===== config.mk =====
export PLATFORM = sky130hd
export DESIGN_NAME = adp_regs
export DESIGN_NICKNAME = d
export VERILOG_FILES = /design/src/pkg/adp_pkg.sv /design/src/pkg/adp_conv_if.sv /design/src/design/adp_regs.sv /design/src/design/adp_seq.sv
export SDC_FILE = /design/constraint.sdc
export NUM_CORES = 1
export LEC_CHECK = 0
export BUFFER_PORTS_ARGS = -buffer_cell sky130_fd_sc_hd__buf_2
export CAP_MARGIN = 20
export CORE_UTILIZATION = 54
export CTS_CLUSTER_SIZE = 30
export DETAILED_ROUTE_END_ITERATION = 6
export GPL_ROUTABILITY_DRIVEN = 0
export MAX_ROUTING_LAYER = met4
export PLACE_DENSITY = 0.73
export SYNTH_ARGS = -nofsm -noshare
export SYNTH_HDL_FRONTEND = slang
export SYNTH_SLANG_ARGS = --single-unit
export TNS_END_PERCENT = 30

===== constraint.sdc =====
create_clock -name clk -period 2 [get_ports clk]
set_clock_uncertainty 0.1 [all_clocks]
set_input_delay 0.3 -clock clk [delete_from_list [all_inputs] [get_ports clk]]
set_output_delay 0.3 -clock clk [all_outputs]
set_load 0.05 [all_outputs]

===== src/pkg/adp_pkg.sv =====
/*
  Package for the parallel-bus converter peripheral register block.
  Holds register field positions, the multiplexer input numbers, the conversion
  timing and the state encoding. Assumes one 25 MHz clock domain.
*/
package adp_pkg;

  // ****************************************
  // Command word fields (two-byte write)
  // ****************************************
  localparam int START_BIT_POS = 15;      // Start bit, top of MS byte
  localparam int CHAN_LSB_POS  = 0;       // Channel field, LS byte low
  localparam int CHAN_W        = 4;       // Channel field width

  // ****************************************
  // Result word fields
  // ****************************************
  localparam int DONE_BIT_POS  = 15;      // Done flag, top of MS byte
  localparam int RESULT_W      = 8;       // Result width

  // ****************************************
  // Pin level word fields
  // ****************************************
  localparam int PORT_W        = 6;       // Shared pin count
  localparam int PORT_LSB_POS  = 10;      // Pins in MS byte bits 15..10
  localparam int PCHAN_LSB_POS = 6;       // Channel in bits 9..6

  // ****************************************
  // Reset values
  // ****************************************
  localparam logic [7:0] RESULT_RST = 8'h00;  // Unused; result_reg takes no power-up value
  localparam logic [3:0] CHAN_RST   = 4'h0;   // Channel after reset

  // ****************************************
  // Timing, in converter clock cycles
  // ****************************************
  localparam int CONV_CYCLES = 30;        // Whole conversion
  localparam int ACQ_CYCLES  = 10;        // Acquisition part of it
  localparam int RESET_HOLD  = 3;         // Least reset hold cycles

  // ****************************************
  // Multiplexer input numbers
  // ****************************************
  localparam logic [4:0] MUX_NONE  = 5'h1F; // Unused code, no input
  localparam logic [4:0] MUX_SELF  = 5'h10; // Upper reference self-test

  // Converter sequencer states, one-hot
  typedef enum logic [2:0] {
    ADP_IDLE = 3'b001,
    ADP_ACQ  = 3'b010,
    ADP_SAR  = 3'b100
  } adp_state_e;

endpackage


===== src/pkg/adp_conv_if.sv =====
/*
  Interface between the register front end and the conversion sequencer.
  Assumes both ends run on the same clock.
*/
`timescale 1ns/10ps
interface adp_conv_if;
  import adp_pkg::*;
  logic                start;     // One-cycle conversion command
  logic [4:0]          mux_sel;   // Decoded multiplexer input
  logic                acquiring; // Sample switch closed
  logic                done;      // One-cycle finish pulse
  logic [RESULT_W-1:0] result;    // Result at the finish pulse
  modport front (output start, output mux_sel, input acquiring,
                 input done, input result);
  modport seq   (input start, input mux_sel, output acquiring,
                 output done, output result);
endinterface


===== src/design/adp_regs.sv =====
/*
  Register block of an 8-bit multi-channel converter peripheral on an
  8-bit parallel processor bus. Assumes bus controls are asynchronous
  pins and are synchronised here; the analog comparator is synchronous.
*/
`timescale 1ns/10ps
module adp_regs
  import adp_pkg::*;
(
  input  wire logic        clk,          // 25 MHz clock
  input  wire logic        rst_n,        // Synchronous reset, active low
  input  wire logic        cs_n,         // Chip select pin, active low
  input  wire logic        rw,           // High read, low write
  input  wire logic        register_select, // Low result, high pins
  input  wire logic [7:0]  db_in,        // Data bus from processor
  output logic      [7:0]  db_out,       // Data bus to processor
  output logic             db_oe_n,      // Bus drive enable, active low
  input  wire logic [5:0]  shared_port_bits, // Shared pin levels
  input  wire logic        cmp_hi,       // Comparator result
  output logic      [7:0]  trial,        // Trial code to the DAC
  output logic      [4:0]  mux_sel,      // Multiplexer input number
  output logic             acquiring     // Sample switch closed
);

  // ****************************************
  // Pin synchronisers
  // ****************************************
  logic [9:0] s1_reg, s2_reg;            // Two stages each
  logic [5:0] pin_reg;                    // Pin level stage two
  logic [5:0] pin1_reg;                   // Pin level stage one
  always_ff @(posedge clk) begin
    s1_reg   <= {cs_n, rw, register_select, db_in[7:1]};
    s2_reg   <= s1_reg;
    pin1_reg <= shared_port_bits;
    pin_reg  <= pin1_reg;
  end
  logic [7:0] db_s;                       // Bus data, bit 0 separate
  logic       d0a_reg, d0b_reg;
  always_ff @(posedge clk) begin
    d0a_reg <= db_in[0];
    d0b_reg <= d0a_reg;
  end
  assign db_s = {s2_reg[6:0], d0b_reg};
  logic cs_s, rw_s, rs_s;                 // Synchronised controls
  assign cs_s = !s2_reg[9];
  assign rw_s = s2_reg[8];
  assign rs_s = s2_reg[7];

  // Channel decode, used for the multiplexer
  function automatic logic [4:0] chan_decode(input logic [3:0] c);
    unique case (c)
      4'h0: chan_decode = 5'h00;
      4'h1: chan_decode = MUX_SELF;
      4'h2, 4'h3, 4'h4, 4'h5: chan_decode = {1'b0, c};
      4'hA, 4'hB, 4'hC, 4'hD, 4'hE, 4'hF: chan_decode = {1'b0, c};
      default: chan_decode = MUX_NONE;          // Codes 6..9 unused
    endcase
  endfunction

  adp_conv_if cif ();

  // ****************************************
  // Bus front end state
  // ****************************************
  logic       ls_ptr_reg, ls_ptr_next;   // Byte pointer: 1 = LS byte
  logic       first_reg, first_next;     // LS byte still to be taken
  logic       start_bit_reg, start_bit_next; // Start bit held from MS command byte
  logic [3:0] chan_reg, chan_next;       // Channel in effect
  logic       done_reg, done_next;       // Done flag
  logic [7:0] result_reg, result_next;   // Latest result
  logic       go_reg, go_next;           // Start pulse to sequencer
  logic [7:0] dout_reg, dout_next;       // Bus output data
  logic       oe_reg, oe_next;           // Bus drive, active high here

  logic [15:0] conv_word, pin_word;      // Readable words
  assign conv_word = {done_reg, 7'h00, result_reg};
  assign pin_word  = {pin_reg, chan_reg, 6'h00};

  // Next values of the front end
  always_comb begin
    ls_ptr_next    = ls_ptr_reg;
    first_next     = first_reg;
    start_bit_next = start_bit_reg;
    chan_next      = chan_reg;
    done_next      = done_reg;
    result_next    = result_reg;
    go_next        = 1'b0;
    dout_next      = dout_reg;
    oe_next        = 1'b0;
    if (!cs_s) begin
      ls_ptr_next = 1'b0;                // back to MS byte
      first_next  = 1'b1;
    end else if (!ls_ptr_reg) begin
      ls_ptr_next = 1'b1;                // MS taken, move to LS
      if (!rw_s) begin                   // write command
        start_bit_next = db_s[START_BIT_POS-8];
      end
    end else if (first_reg) begin
      first_next = 1'b0;                 // Later bytes are ignored
      if (!rw_s) begin                   // LS byte commits
        chan_next = db_s[CHAN_LSB_POS +: CHAN_W];
        done_next = 1'b0;
        go_next   = start_bit_reg;
      end
    end
    if (cs_s && rw_s) begin              // read path
      oe_next   = 1'b1;
      dout_next = rs_s ? (ls_ptr_reg ? pin_word[7:0]  : pin_word[15:8])
                       : (ls_ptr_reg ? conv_word[7:0] : conv_word[15:8]);
    end
    if (cif.done) begin
      result_next = cif.result;
      done_next   = 1'b1;                // set wins over clear
    end
  end

  // Registers; result survives reset
  always_ff @(posedge clk) begin
    result_reg  <= result_next;          // keeps result
    done_reg    <= done_next;            // status word kept too
    if (!rst_n) begin
      ls_ptr_reg    <= 1'b0;
      first_reg     <= 1'b1;
      start_bit_reg <= 1'b0;             // clear start bit
      chan_reg      <= CHAN_RST;
      go_reg        <= 1'b0;
      dout_reg      <= 8'h00;
      oe_reg        <= 1'b0;             // float outputs
    end else begin
      ls_ptr_reg    <= ls_ptr_next;
      first_reg     <= first_next;
      start_bit_reg <= start_bit_next;
      chan_reg      <= chan_next;
      go_reg        <= go_next;
      dout_reg      <= dout_next;
      oe_reg        <= oe_next;
    end
  end

  assign cif.start   = go_reg;
  assign cif.mux_sel = chan_decode(chan_reg);
  assign mux_sel     = cif.mux_sel;
  assign acquiring   = cif.acquiring;
  assign db_out      = dout_reg;
  assign db_oe_n     = !oe_reg;

  adp_seq u_seq (
    .clk    (clk),
    .rst_n  (rst_n),
    .cif    (cif),
    .cmp_hi (cmp_hi),
    .trial  (trial)
  );

  // Done is set by a finish pulse
  property p_done_set;
    @(posedge clk) disable iff (!rst_n) cif.done |=> done_reg;
  endproperty
  a_done_set: assert property (p_done_set)
    else $error("done flag not set");

  // Done only falls after an LS write
  property p_done_clr;
    @(posedge clk) disable iff (!rst_n)
      $fell(done_reg) |-> $past(ls_ptr_reg && !rw_s && cs_s);
  endproperty
  a_done_clr: assert property (p_done_clr)
    else $error("done cleared without full write");

  // Start pulse follows LS write with start bit set
  property p_start;
    @(posedge clk) disable iff (!rst_n)
      go_reg |-> $past(start_bit_reg && ls_ptr_reg && !rw_s);
  endproperty
  a_start: assert property (p_start)
    else $error("start without command");

  // Bus floats outside a read
  property p_float;
    @(posedge clk) disable iff (!rst_n)
      !(cs_s && rw_s) |=> db_oe_n;
  endproperty
  a_float: assert property (p_float)
    else $error("bus driven outside read");

  // MS byte of result word shows only done
  property p_ms_zero;
    @(posedge clk) disable iff (!rst_n)
      (cs_s && rw_s && !rs_s && !ls_ptr_reg) |=>
        db_out[6:0] == 7'h00;
  endproperty
  a_ms_zero: assert property (p_ms_zero)
    else $error("status byte not clean");

endmodule


===== src/design/adp_seq.sv =====
/*
  Conversion sequencer: acquisition then successive approximation.
  Assumes the comparator input is synchronous to clk and that the
  analog side answers each trial within one cycle.
*/
`timescale 1ns/10ps
module adp_seq
  import adp_pkg::*;
(
  input  wire logic         clk,     // 25 MHz clock
  input  wire logic         rst_n,   // Synchronous reset, active low
  adp_conv_if.seq           cif,     // Link to register front end
  input  wire logic         cmp_hi,  // Comparator: input above trial
  output logic [7:0]        trial    // Trial code to the DAC
);

  // ****************************************
  // Sequencer state
  // ****************************************
  adp_state_e state_reg, state_next;   // Sequencer state
  logic [4:0] cnt_reg, cnt_next;       // Cycles since start
  logic [7:0] sar_reg, sar_next;       // Approximation register
  logic [7:0] bit_reg, bit_next;       // Bit under trial
  logic       done_reg, done_next;     // Finish pulse

  localparam logic [4:0] LAST = 5'(CONV_CYCLES - 1);
  localparam logic [4:0] ACQ_LAST = 5'(ACQ_CYCLES - 1);
  // Twenty SAR cycles for eight bits: a bit steps every other cycle
  // from cycle 15 on, leaving settle time for the comparator.

  // Next state
  always_comb begin
    state_next = state_reg;
    cnt_next   = cnt_reg;
    sar_next   = sar_reg;
    bit_next   = bit_reg;
    done_next  = 1'b0;
    if (cif.start) begin                      // abandon and restart
      state_next = ADP_ACQ;
      cnt_next   = 5'h00;
      sar_next   = 8'h00;
      bit_next   = 8'h80;
    end else begin
      unique case (state_reg)
        ADP_IDLE: begin
          cnt_next = 5'h00;
        end
        ADP_ACQ: begin
          cnt_next = cnt_reg + 5'h01;
          if (cnt_reg == ACQ_LAST) begin
            state_next = ADP_SAR;
          end
        end
        ADP_SAR: begin
          cnt_next = cnt_reg + 5'h01;
          if (cnt_reg >= 5'd14 && cnt_reg[0] && bit_reg != 8'h00) begin
            if (cmp_hi) begin
              sar_next = sar_reg | bit_reg;   // keep the bit under trial
            end
            bit_next = bit_reg >> 1;
          end
          if (cnt_reg == LAST) begin
            state_next = ADP_IDLE;
            done_next  = 1'b1;
          end
        end
      endcase
    end
  end

  // Registers
  always_ff @(posedge clk) begin
    if (!rst_n) begin                         // idle converter
      state_reg <= ADP_IDLE;
      cnt_reg   <= 5'h00;
      sar_reg   <= 8'h00;
      bit_reg   <= 8'h00;
      done_reg  <= 1'b0;
    end else begin
      state_reg <= state_next;
      cnt_reg   <= cnt_next;
      sar_reg   <= sar_next;
      bit_reg   <= bit_next;
      done_reg  <= done_next;
    end
  end

  assign trial         = sar_reg | bit_reg;
  assign cif.acquiring = (state_reg == ADP_ACQ);
  assign cif.done      = done_reg;
  assign cif.result    = sar_reg;

  // Done comes 31 cycles after the start pulse
  property p_conv_len;
    @(posedge clk) disable iff (!rst_n)
      cif.start ##1 (!cif.start)[*8] ##1 (!cif.start)[*8]
        ##1 (!cif.start)[*8] ##1 (!cif.start)[*6] |=> done_reg;
  endproperty
  a_conv_len: assert property (p_conv_len)
    else $error("conversion did not take 30 cycles");

  // Acquisition lasts exactly ten cycles
  property p_acq_len;
    @(posedge clk) disable iff (!rst_n)
      cif.start ##1 (!cif.start)[*8] ##1 (!cif.start)[*2]
        |-> (state_reg == ADP_ACQ) ##1 (state_reg == ADP_SAR);
  endproperty
  a_acq_len: assert property (p_acq_len)
    else $error("acquisition not ten cycles");

  // A new command restarts acquisition
  property p_restart;
    @(posedge clk) disable iff (!rst_n)
      cif.start |=> state_reg == ADP_ACQ && cnt_reg == 5'h00;
  endproperty
  a_restart: assert property (p_restart)
    else $error("command did not restart acquisition");

endmodule


; Word level (Yosys, flattened, before mapping)
; Cells that the tools add are included.
[totals]
register_bits = 85
input_bits = 20
out_inout_bits = 23
elab_cells = 90
[op_classes]
n_addsub = 1
magnitude_cmp = 1
n_eq_ne = 20
n_mux = 15
bitwise = 7
reduce_logical = 24
[ops]
columns = cell, n
row1 = $mux 8, 6
row2 = $eq 4x4->1 const B, 6
row3 = $pmux 5 s3, 1
row4 = $reduce_and 3->1, 4
row5 = $pmux 5 s2, 1
row6 = $reduce_or 10->1, 1
row7 = $eq 4x2->1 const B, 2
row8 = $eq 4x3->1 const B, 2
row9 = $or 8x8->8, 1
row10 = $reduce_bool 8->1, 1
row11 = $mux 3, 2
row12 = $not 1->1, 6
row13 = $pmux 3 s2, 1
row14 = $reduce_bool 2->1, 3
row15 = $reduce_or 2->1, 3
row16 = $add 5x1->5 const B, 1
row17 = $eq 5x4->1 const B, 1
row18 = $eq 5x5->1 const B, 1
row19 = $ge 5x4->1 const B, 1
row20 = $reduce_or 5->1, 1
row21 = $eq 4x1->1 const B, 1
row22 = $logic_not 4->1, 1
row23 = $ne 2x1->1 const B, 2
row24 = $reduce_and 2->1, 2
row25 = 12 further kinds, 17

; Depth between registers and ports, before layout
[depth]
depth_word = 6
ltp_mapped = 7
depth_no_buf = 5

; Modules after synthesis
; From an unflattened synthesis, not the netlist that was laid out.
[hier_totals]
hier_cells = 242
hier_area_um2 = 2657.5
[by_module_without_submodules]
columns = module, instances, cells_each, area_per_inst_um2, seq_area_each_um2
row1 = adp_regs, 1, 120, 1584.0, 1161.1
row2 = adp_seq, 1, 122, 1073.5, 500.5

; Worst setup path before layout
; OpenSTA, ideal clock, no wires.
[synth_timing]
path_type = register to register
startpoint = register u_seq.state_reg[1]
endpoint = register u_seq.state_reg[1]
setup_ns = 0.115
arrival_time_ns = 2.058
required_ns = 1.785
setup_slack_ns = -0.273
stages_incl_launch_ff = 4
path_buffers = 0
period_less_slack_ns = 2.273
path_cell_list = dfxtp_1 nor3b_1 a41oi_1 o21a_1
[synth_via]
elab_chain_cells = 3
word_cells_on_any_way = 8
classes_between = 4 x eq/ne / 2 x mux / 2 x reduce/logical
[synth_lines]
columns = item, line_no
row1 = from (decl), adp_seq.sv:20  ; adp_state_e state_reg, state_next;
row2 = from (signal assigned), adp_seq.sv:80  ; state_reg <= state_next;
row3 = $eq 3x2->1 (*), --
row4 = via acquiring, adp_regs.sv:22  ; output logic acquiring
row5 = $ne 3x1->1 (no source line) (tied with other cells), --
row6 = $reduce_and 3->1 (no source line) / $mux 2 (equally long branches), --
; Mark *: on every way through the listed nets, which the timed path passes. The rest lies on a longest branch.
; A chain may end at the register's enable or synchronous reset.

; Worst setup path in the final report
[layout_timing]
startpoint = register chan_reg[1]
endpoint = output mux_sel[0]
[layout_via]
elab_chain_cells = 3
word_cells_on_any_way = 14
classes_between = 11 x eq/ne / 1 x mux / 2 x reduce/logical
[layout_lines]
columns = item, line_no
row1 = from (decl), adp_regs.sv:68  ; logic [3:0] chan_reg, chan_next;
row2 = from (signal assigned), adp_regs.sv:133  ; chan_reg <= chan_next;
row3 = $eq 4x4->1 (tied with other cells), adp_regs.sv:51  ; unique case (c)
row4 = $reduce_or 10->1 (no source line), --
row5 = $pmux 5 s3 (*), adp_regs.sv:51
row6 = to (decl), adp_regs.sv:21  ; output logic [4:0] mux_sel,
; Mark *: on every way between the ends. The rest lies on a longest branch, timed or not.

==> flow_summary.toml <==
[critical_path]
crit_fanout = 7
start_kind = "register"
path_class = "register to primary output"
cp.arrival_ps = 1350
crit_path_frequent_cell = "nor2_1"
slowest_stage = "dfxtp_1"
cp_top_family = "flip-flops"
path_cells = "nor2_1, nor2_1, o21ai_0, buf_2"
cp-end-kind = "primary output"
path_buf_inv = 1
worst_ep_required_time_ps = 1600
cp_slowest_stage_delay_ps = 380

[floorplanning]
die_y_um = 72.1
dieArea_um2 = 5190
die_x_um = 72.1
io_pins = 43
core-area_um2 = 4720
row_count = 25
initial_core_util = 0.561

[clocking]
htreeDepth = 3
cts_hold_buf = 14
postCtsSetupBuffers = 0
ctsResizeCount = 0
path_clk_slew_ps = 80
clockBufferDepth = 2
cts.sinks = 79
cts_tree = "done"
root_buffer = "clkbuf_8"
cts_buffers = 9
insertion_delay_ps = 350

[yosys]
postSynthCellCount = 240
synth.largest_area_cell = "dfxtp_1"
yosysTopAreaCellShare = 0.536
synth_common_cells = "dfxtp_1, nand2_1, nor2_1, o21ai_0"
synthArstFlopShare = 0
synth.distinct_cells = 38
yosys_warnings = 0
syn_area_per_cell_um2 = 11.0
yosysMostFrequentCell = "dfxtp_1"
synth_ff_type = "dfxtp_1"
synth_edf_count = 8
synth_seq_cells = 79
synth_area_um2 = 2650
synth_area_leaders = "dfxtp_1, edfxtp_1, mux2i_1"
yosysSeqAreaShare = 0.627
syn-num-nets = 263

[layout]
seq_area_um2 = 1660
area_growth_pct = 24.0
fillers = 371
fin_nets = 320
final_core_util = 0.696
multiInputGateArea_um2 = 896
drive_gt1_frac = 0.232
n_antenna_cell = 0

[grt]
grtUsageMet2 = 0.289
grt_pass1_vias = 1601
antenna_found_initial = 0
use_met3 = 0.0625
grt_start_max_net_pins = 25
grt_pass1_wl_mm = 7.39
busiest_layer = "met2"
track_usage = 0.200
grt_use_met1 = 0.248
grt_overflow = 0

[timing]
fmax_mhz = 571
period_needed_ps = 1750
maxSlewHeadroom = 0.671
fin_crit_sh = 0.875
hold_viol = 0
slew_viol_final = 0
rsz0062_at_grt = "no"
worst_slack_ps = 250
setup_violations = 0
setup_tns_ps = 0
tightest_slew_ps = 487

[routing]
vias = 1809
vias_per_cell = 4.90
routedWlPerCell_um = 12.0
wl_mm = 4.44
drt_iter0_drc = 71
drcViolationCount = 0
firstDrtPassIters = 4
antenna_left = 0

[job]
cap_violations = 0

[pwr]
peakVddDrop_uv = 444
p_leak_nw = 1.39
power.total_mw = 3.11
power_density_nw_per_um2 = 945

[placement]
dp_hpwl_mm = 2.80
port_buffers = 39
dpl_worst_slack_ps = 336

[worst_hold_path]
hp-class = "primary input to register"

[run_status]
status = "completed"
layout make-up:
type	count	share of cell area
sequential	79	0.506
multi-input combinational	139	0.273
timing repair buffer	57	0.119
clock buffer	10	0.0388
clock inverter	6	0.0259
tap	67	0.0255
inverter	11	0.0126
worst min-delay path, stage by stage:
cell and delay [ps]:
buf_2 150, nand3_1 90, o21ai_0 60
report_power, final:
part / internal [mW] / switching (mW) / leakage [nW]
logic: 0.0732 / 0.104 / 0.637
clock network: 0.702 / 0.565 / 0.111
registers: 1.64 / 0.0217 / 0.640
total: 2.42 / 0.691 / 1.39
cell usage in the layout, fill, tap and decap left out, types with 8 or more instances in the layout:
cell,n
mux2i_1,12
o21ai_0,15
dfxtp_1,71
nand2_1,21
inv_1,11
clkbuf_8,9
buf_2,39
dlygate4sd3_1,14
or2_2,8
edfxtp_1,8
nor2b_1,10
nand3_1,12
nor2_1,15
logic make-up after synthesis:
logic type | after synthesis | synth area share
simple gates | 86 | 0.168
fa+ha+maj | 3 | 0.0142
flops | 79 | 0.627
mux | 14 | 0.0581
buf+inv | 22 | 0.0368
xor+xnor | 4 | 0.0132
compound gates | 32 | 0.0831
worst paths after layout:
check	startpoint	to	slack, ps	depth (start not counted)
max	chan_reg[1]	mux_sel[0]	250	4
min reg2reg	s1_reg[9]	s2_reg[9]	220	0
max reg2reg	u_seq.cnt_reg[0]	u_seq.bit_reg[7]	340	6
min	cmp_hi	u_seq.cif.result[6]	190	3
per-stage QoR:
stage / instance area [um^2] / hold WS (ps) / cells
final: 3290 / 195 / 369
after global routing: 3290 / 195 / 369
after CTS: 3290 / 184 / 369
after detailed placement: 2930 / 212 / 339
after global placement: 2930 / 212 / 339
after floorplan: 2660 / 210 / 240
metal layers:
metal | vias to the layer above | wire length (um) | share of wire
met5 | - | 0 | 0
met4 | 0 | 82 | 0.018
met3 | 7 | 186 | 0.042
met2 | 44 | 2090 | 0.47
met1 | 827 | 2080 | 0.47
li1 | 931 | - | -
(Power assumes the default switching activity.)
